## config.mk

```make
export PLATFORM = sky130hd
export DESIGN_NAME = fiowd_top
export DESIGN_NICKNAME = d
export VERILOG_FILES = /design/src/fiowd_pkg.sv /design/src/fiowd_top.sv
export VERILOG_INCLUDE_DIRS = /design/src
export SDC_FILE = /design/constraint.sdc
export NUM_CORES = 1
export LEC_CHECK = 0
export BUFFER_PORTS_ARGS = -buffer_cell sky130_fd_sc_hd__buf_2
export CAP_MARGIN = 20
export CORE_UTILIZATION = 30
export DETAILED_ROUTE_END_ITERATION = 6
export PLACE_DENSITY = 0.62
export SLEW_MARGIN = 5
export SYNTH_ARGS = -nofsm -noshare
export SYNTH_HDL_FRONTEND = slang
export SYNTH_SLANG_ARGS = --single-unit
export TNS_END_PERCENT = 20
```

## constraint.sdc

```tcl
create_clock -name mclk -period 2.1 [get_ports mclk]
set_input_delay 0.21 -clock mclk [delete_from_list [all_inputs] [get_ports mclk]]
set_output_delay 0.21 -clock mclk [all_outputs]
set_load 0.1 [all_outputs]
```

## src/fiowd_params.svh

```systemverilog
// Constants for the field I/O output, watchdog and timebase block
`ifndef FIOWD_PARAMS_SVH
`define FIOWD_PARAMS_SVH

`define FIOWD_CLK_HZ 50000000
`define FIOWD_NUM_IO 64
`define FIOWD_WDT_BIT 39
`define FIOWD_MS_HZ 1000
`define FIOWD_MS_CYCLES (`FIOWD_CLK_HZ / `FIOWD_MS_HZ)
`define FIOWD_TOGGLE_MS 100
`define FIOWD_TOGGLE_SEC 10
`define FIOWD_TOGGLE_COUNT (`FIOWD_TOGGLE_SEC * 1000 / `FIOWD_TOGGLE_MS)
`define FIOWD_MWD_TIMEOUT_MS 100
`define FIOWD_COMM_LOSS_MS 2000
`define FIOWD_STAT_COMM_LOSS 0
`define FIOWD_STAT_WD_EN 1
`define FIOWD_STAT_WIDTH 8

`endif

```

## src/fiowd_pkg.sv

```systemverilog
// Types for the field I/O output, watchdog and timebase block
package fiowd_pkg;
    typedef logic [31:0] fiowd_ms_t;
    typedef logic [7:0] fiowd_stat_t;
endpackage

```

## src/fiowd_top.sv

```systemverilog
// Field I/O outputs, inputs, watchdogs, 1 kHz timebase and comm-loss logic
`timescale 1ns/1ps
`default_nettype none
`include "fiowd_params.svh"

// Overview of operation
// - 64 outputs latch written value until reset
// - Reset clears every output latch to zero
// - Logic one sinks line, zero leaves open
// - Power-up and power-down keep drivers open
// - All outputs update in one clock
// - Unchanged outputs never glitch during writes
// - Inputs ground-true: low line reads one
// - Jumper fitted: toggle bit 39 every 100 ms, stopping after 100 toggles (10 s)
// - No jumper: no automatic toggling
// - Module watchdog enabled at power-up, 100 ms
// - Watchdog enabled flag in status byte
// - Watchdog cannot be disabled once enabled
// - Watchdog expiry pulses module hardware reset
// - Resynchronizable 1 kHz reference from clock
// - 32-bit millisecond counter increments per tick
// - Comm loss flagged until status request
// - Switch isolates port three; indicator when active
// - Two seconds silence forces outputs off
module fiowd_top import fiowd_pkg::*; #(
    parameter int CLK_HZ = `FIOWD_CLK_HZ,
    parameter int MS_CYCLES = CLK_HZ / `FIOWD_MS_HZ,
    parameter int TOGGLE_MS = `FIOWD_TOGGLE_MS,
    parameter int TOGGLE_COUNT = `FIOWD_TOGGLE_COUNT,
    parameter int MWD_TIMEOUT_MS = `FIOWD_MWD_TIMEOUT_MS,
    parameter int COMM_LOSS_MS = `FIOWD_COMM_LOSS_MS
) (
    // Clock and reset
    input wire logic mclk,
    input wire logic rst_b,
    // Output write from the controller
    input wire logic out_wr,
    input wire logic [63:0] out_wr_mask,
    input wire logic [63:0] out_wr_data,
    input wire logic power_down,
    // Field output pins, open drain: oe low means sinking
    output logic [63:0] field_out_o,
    output logic [63:0] field_out_oe_n,
    // Field inputs
    input wire logic [63:0] field_in,
    output logic [63:0] in_data,
    // Watchdogs
    input wire logic ext_wdt_jumper,
    input wire logic mwd_service,
    input wire logic mwd_disable_req,
    output logic module_hw_reset,
    // Timebase
    input wire logic ms_sync,
    output logic ms_tick,
    output logic [31:0] millisecond_counter,
    // Communication
    input wire logic comm_valid,
    input wire logic status_req,
    output logic [7:0] status_byte,
    // Serial port three isolation
    input wire logic port_switch,
    input wire logic serial_port_three_active,
    output logic port_connect,
    output logic port_active_indicator
);
    localparam int PW = $clog2(MS_CYCLES + 1);
    localparam int TW = $clog2(TOGGLE_MS + 1);
    localparam int NW = $clog2(TOGGLE_COUNT + 1);
    localparam int WW = $clog2(MWD_TIMEOUT_MS + 1);
    localparam int CW = $clog2(COMM_LOSS_MS + 1);

    logic [63:0] out_q, out_d;
    logic [63:0] oe_n_q, oe_n_d;
    logic [63:0] in_q, in_d;
    logic [PW-1:0] pre_q, pre_d;
    logic tick_q, tick_d;
    fiowd_ms_t ms_q, ms_d;
    logic [TW-1:0] tog_q, tog_d;
    logic [NW-1:0] togn_q, togn_d;
    logic mwd_en_q, mwd_en_d;
    logic [WW-1:0] mwd_q, mwd_d;
    logic hwrst_q, hwrst_d;
    logic [CW-1:0] silent_q, silent_d;
    logic timeout_q, timeout_d;
    logic eflag_q, eflag_d;
    logic conn_q, conn_d;
    logic led_q, led_d;
    logic toggle_now;

    always_comb begin
        // 1 kHz reference; ms_sync restarts the period
        tick_d = 1'b0;
        pre_d = pre_q + PW'(1);
        if (ms_sync) begin
            pre_d = '0;
        end else if (pre_q == PW'(MS_CYCLES - 1)) begin
            pre_d = '0;
            tick_d = 1'b1;
        end
        ms_d = tick_q ? ms_q + 32'h0000_0001 : ms_q;
    end

    always_ff @(posedge mclk) begin
        if (!rst_b) begin
            pre_q <= '0;
            tick_q <= 1'b0;
            ms_q <= '0;
        end else begin
            pre_q <= pre_d;
            tick_q <= tick_d;
            ms_q <= ms_d;
        end
    end

    // External watchdog toggle on bit 39; counts pause while the jumper is out
    always_comb begin
        toggle_now = 1'b0;
        tog_d = tog_q;
        togn_d = togn_q;
        if (ext_wdt_jumper && togn_q != NW'(TOGGLE_COUNT) && tick_q) begin
            if (tog_q == TW'(TOGGLE_MS - 1)) begin
                tog_d = '0;
                togn_d = togn_q + NW'(1);
                toggle_now = 1'b1;
            end else begin
                tog_d = tog_q + TW'(1);
            end
        end
    end

    always_ff @(posedge mclk) begin
        if (!rst_b) begin
            tog_q <= '0;
            togn_q <= '0;
        end else begin
            tog_q <= tog_d;
            togn_q <= togn_d;
        end
    end

    // Output latches: a write changes only masked bits; the watchdog toggle flips bit 39
    always_comb begin
        out_d = out_q;
        if (out_wr) begin
            out_d = (out_q & ~out_wr_mask) | (out_wr_data & out_wr_mask);
        end
        if (toggle_now) begin
            out_d[`FIOWD_WDT_BIT] = ~out_d[`FIOWD_WDT_BIT];
        end
    end

    always_ff @(posedge mclk) begin
        if (!rst_b) begin
            out_q <= '0;
        end else begin
            out_q <= out_d;
        end
    end

    // Communication loss timing; a timeout set wins over a status request
    always_comb begin
        silent_d = silent_q;
        timeout_d = timeout_q;
        if (comm_valid) begin
            silent_d = '0;
            timeout_d = 1'b0;
        end else if (tick_q && !timeout_q) begin
            if (silent_q == CW'(COMM_LOSS_MS - 1)) begin
                timeout_d = 1'b1;
            end else begin
                silent_d = silent_q + CW'(1);
            end
        end
        eflag_d = eflag_q;
        if (status_req) begin
            eflag_d = 1'b0;
        end
        if (timeout_d) begin
            eflag_d = 1'b1;
        end
    end

    always_ff @(posedge mclk) begin
        if (!rst_b) begin
            silent_q <= '0;
            timeout_q <= 1'b0;
            eflag_q <= 1'b1;
        end else begin
            silent_q <= silent_d;
            timeout_q <= timeout_d;
            eflag_q <= eflag_d;
        end
    end

    // Drivers: one sinks, zero or power-down or comm loss opens
    always_comb begin
        oe_n_d = ~out_d;
        if (power_down || timeout_d) begin
            oe_n_d = '1;
        end
    end

    always_ff @(posedge mclk) begin
        if (!rst_b) begin
            oe_n_q <= '1;
        end else begin
            oe_n_q <= oe_n_d;
        end
    end

    // Inputs: ground-true lines are inverted as they are registered
    always_comb begin
        in_d = ~field_in;
    end

    always_ff @(posedge mclk) begin
        if (!rst_b) begin
            in_q <= '0;
        end else begin
            in_q <= in_d;
        end
    end

    // Module watchdog, enabled from reset, disable ignored
    always_comb begin
        mwd_en_d = 1'b1;
        hwrst_d = 1'b0;
        mwd_d = mwd_q;
        if (mwd_service) begin
            mwd_d = WW'(MWD_TIMEOUT_MS);
        end else if (tick_q && mwd_en_q) begin
            if (mwd_q == WW'(1)) begin
                hwrst_d = 1'b1;
                mwd_d = WW'(MWD_TIMEOUT_MS);
            end else begin
                mwd_d = mwd_q - WW'(1);
            end
        end
    end

    always_ff @(posedge mclk) begin
        if (!rst_b) begin
            mwd_en_q <= 1'b1;
            mwd_q <= WW'(MWD_TIMEOUT_MS);
            hwrst_q <= 1'b0;
        end else begin
            mwd_en_q <= mwd_en_d;
            mwd_q <= mwd_d;
            hwrst_q <= hwrst_d;
        end
    end

    // Serial port three isolation and its indicator
    always_comb begin
        conn_d = port_switch;
        led_d = port_switch && serial_port_three_active;
    end

    always_ff @(posedge mclk) begin
        if (!rst_b) begin
            conn_q <= 1'b0;
            led_q <= 1'b0;
        end else begin
            conn_q <= conn_d;
            led_q <= led_d;
        end
    end

    assign field_out_o = '0;
    assign field_out_oe_n = oe_n_q;
    assign in_data = in_q;
    assign module_hw_reset = hwrst_q;
    assign ms_tick = tick_q;
    assign millisecond_counter = ms_q;
    assign status_byte = {6'h00, mwd_en_q, eflag_q};
    assign port_connect = conn_q;
    assign port_active_indicator = led_q;
endmodule
`default_nettype wire

```

==> impl_metrics.json <==
{
  "syn_avg_cell_area_um2": 9.671,
  "tightest_slew_ns": 0.5142,
  "dieArea_um2": 35340,
  "synth_area_um2": 10380,
  "post-cts-setup-buffer-count": 0,
  "peakVddDrop_mv": 0.5945,
  "yosysUniqueCellTypes": 61,
  "wl_per_cell_um": 13.95,
  "finalNonFillerCells": 2080,
  "hold_viol": 0,
  "io_buffers": 367,
  "grt_pass1_wl_um": 44970,
  "start_util_pct": 30.72,
  "clock-root-buffer": "clkbuf_16",
  "synthesis.instances": 1073,
  "final_cell_mix": "buf_2 (367), dfxtp_1 (251), nor2_1 (173)",
  "cts_tree": "yes",
  "vias": 9126,
  "start_kind": "flop",
  "htreeDepth": 1,
  "postCtsResizedCells": 0,
  "final_layout_size_suffix_gt1_share_pct": 33.33,
  "final_nets": 1820,
  "rsz0062_at_grt": "false",
  "clkLatencyLatePin_ns": 0.55,
  "fin_util_pct": 45.14,
  "layout_commonest_cell": "buf_2",
  "r2r-start": "millisecond_counter[0]$_SDFFE_PN0P_",
  "core_area_um2": 33780,
  "diodes": 0,
  "drt-total-wl_um": 29010,
  "hp-start": "out_wr_mask[5]",
  "viasPerCell": 4.388,
  "fin_skew_ns": 0.01017,
  "seqCellArea_um2": 5609,
  "post-place-ws_ns": 0.2187,
  "grt-ovfl-total": 0,
  "area_growth_pct": 46.94,
  "crit_start": "millisecond_counter[0]$_SDFFE_PN0P_",
  "drv_cap": 0,
  "synthArstFlopShare_pct": 0,
  "gp_congestion": 0.8244,
  "max_freq_mhz": 524.8,
  "multi_input_area_um2": 4299,
  "required_ns": 2.58,
  "worstReg2RegEnd": "millisecond_counter[28]$_SDFFE_PN0P_",
  "synth_flop_cell": "dfxtp_1",
  "drc": 0,
  "ant_nets": 0,
  "ys_seq_area_share_pct": 53.63,
  "clkTransAtPathRegs_ns": 0.06,
  "yosys_register_bits": 278,
  "layout_setup_ws_ns": 0.1944,
  "layout_min_cycle_time_ns": 1.906,
  "finalCritPeriodShare_pct": 90.74,
  "grt_max_degree": 94,
  "worst_setup_path_end_kind": "flop",
  "fp-row-count": 67,
  "ys_warn_count": 0,
  "drtIter0Drc": 291,
  "leakagePower_nw": 6.801,
  "antenna_found_initial": 0,
  "die_h_um": 188.0,
  "setup_viol": 0,
  "numCtsBuffers": 31,
  "slew_violations": 0,
  "dp.cells": 1855,
  "r2r_setup_slack_ns": 0.19,
  "tns_ns": 0,
  "hold_path.class": "in2reg",
  "status": "finished clean",
  "powerDensity_nw_per_um2": 868.6,
  "cts_buffer_depth": 3,
  "cp_max_fo": 16,
  "arrival_ns": 2.39,
  "track_usage_pct": 15.58,
  "cts_hold_buf": 168,
  "hpwl_um": 19510,
  "r2r_cells": 5,
  "dr.pass1.iters": 4,
  "die_w_um": 188.0,
  "slew_headroom_pct": 65.24,
  "worstSetupPathType": "reg2reg",
  "grt_pass1_vias": 8828,
  "synth_edf_count": 0,
  "finalPower_w": 0.01324,
  "nFillCells": 3173,
  "crit_end": "millisecond_counter[28]$_SDFFE_PN0P_",
  "io_pins": 440,
  "numClockSinks": 278
}
cell type report:
| type | count | area share, % |
|---|---|---|
| timing repair buffer | 549 | 24.09 |
| inverter | 14 | 0.3610 |
| clock inverter | 16 | 1.100 |
| tap | 448 | 3.676 |
| clock buffer | 41 | 5.793 |
| multi-input combinational | 734 | 28.19 |
| sequential | 278 | 36.79 |
power by group:
part	switching, W	internal (W)	total (W)
Combinational	0.00171	0.000567	0.00228
Sequential	0.0000432	0.00544	0.00548
Clock	0.00218	0.00331	0.00549
Total	0.00393	0.00931	0.0132
how the worst min path moves through the flow:
| stage | endpoint | slack (ns) | depth (start not counted) |
|---|---|---|---|
| floorplan | in_data[63]$_SDFF_PN0_ | 0.28 | 1 |
| finish | out_q[5]$_SDFF_PN0_ | 0.03 | 4 |
| CTS | out_q[5]$_SDFF_PN0_ | 0.001 | 4 |
| global route | out_q[5]$_SDFF_PN0_ | 0.02 | 4 |
| global placement | in_data[52]$_SDFF_PN0_ | 0.37 | 2 |
| detailed placement | in_data[43]$_SDFF_PN0_ | 0.37 | 2 |
per-stage QoR:
stage	hold slack (ns)	area (um^2)
CTS	0.0009505	15250
finish	0.02504	15250
global route	0.01598	15250
detailed placement	0.3670	12520
global placement	0.3651	12520
floorplan	0.2767	10680
cell families (layout without fill, tap and decap cells):
logic type	after synthesis	in the layout	share of synthesized area, %
XOR/XNOR	40	40	3.376
multiplexers	68	68	6.571
AO/OA/AOI/OAI	80	80	4.943
flip-flops	278	278	53.63
other	2	71	0.07237
adder cells (fa/ha/maj)	8	8	0.9646
AND/OR/NAND/NOR	467	467	22.92
buffers and inverters	130	620	7.523
synthesized netlist by cell type, types with 3 or more instances:
master / count / area, um^2
or4_4: 3 / 33.78
dfxtp_1: 278 / 5565
xor2_1: 19 / 166.4
xnor2_1: 21 / 183.9
or2_2: 63 / 394.1
ha_1: 8 / 100.1
nand2b_1: 8 / 50.05
or4_1: 15 / 112.6
o21ai_0: 13 / 65.06
mux2i_1: 67 / 670.6
o41ai_1: 4 / 35.03
buf_4: 73 / 548.0
nand4b_1: 3 / 26.28
nand4_1: 21 / 131.4
a21oi_1: 33 / 165.2
and3_1: 13 / 81.33
nand4_2: 3 / 37.54
or3_1: 10 / 62.56
inv_1: 13 / 48.80
buf_2: 5 / 25.02
nor2b_1: 3 / 18.77
nor3_1: 7 / 35.03
and4_1: 7 / 61.31
nor4_1: 5 / 31.28
nand3_1: 21 / 105.1
clkbuf_1: 34 / 127.6
nand2_1: 95 / 356.6
nor2_1: 173 / 649.4
o31ai_1: 15 / 112.6
critical path, cell delays in order, from the launching register on:
cell     delay, ns
dfxtp_4       0.37
ha_1          0.16
and4_1        0.24
nand4_2       0.33
or4_1         0.58
a21oi_1       0.14
metal layers:
| metal | GRT usage, % | up-vias | wire length, um |
|---|---|---|---|
| met3 | 3.444 | 56 | 1991 |
| li1 | - | 4527 | - |
| met1 | 18.10 | 4208 | 11910 |
| met4 | 5.879 | 0 | 1010 |
| met2 | 27.70 | 335 | 14100 |
| met5 | 0 | - | 0 |
state kept, by name, summed over array words and instances, names as in the netlist:
name and count:
mwd_q 7, silent_q 11, in_data 64, pre_q 16, port_connect 1, eflag_q 1
millisecond_counter 32, timeout_q 1, module_hw_reset 1, togn_q 7, out_q 64, field_out_oe_n 64
tog_q 7, port_active_indicator 1, ms_tick 1
No activity file was read; power rests on OpenSTA's default activity.
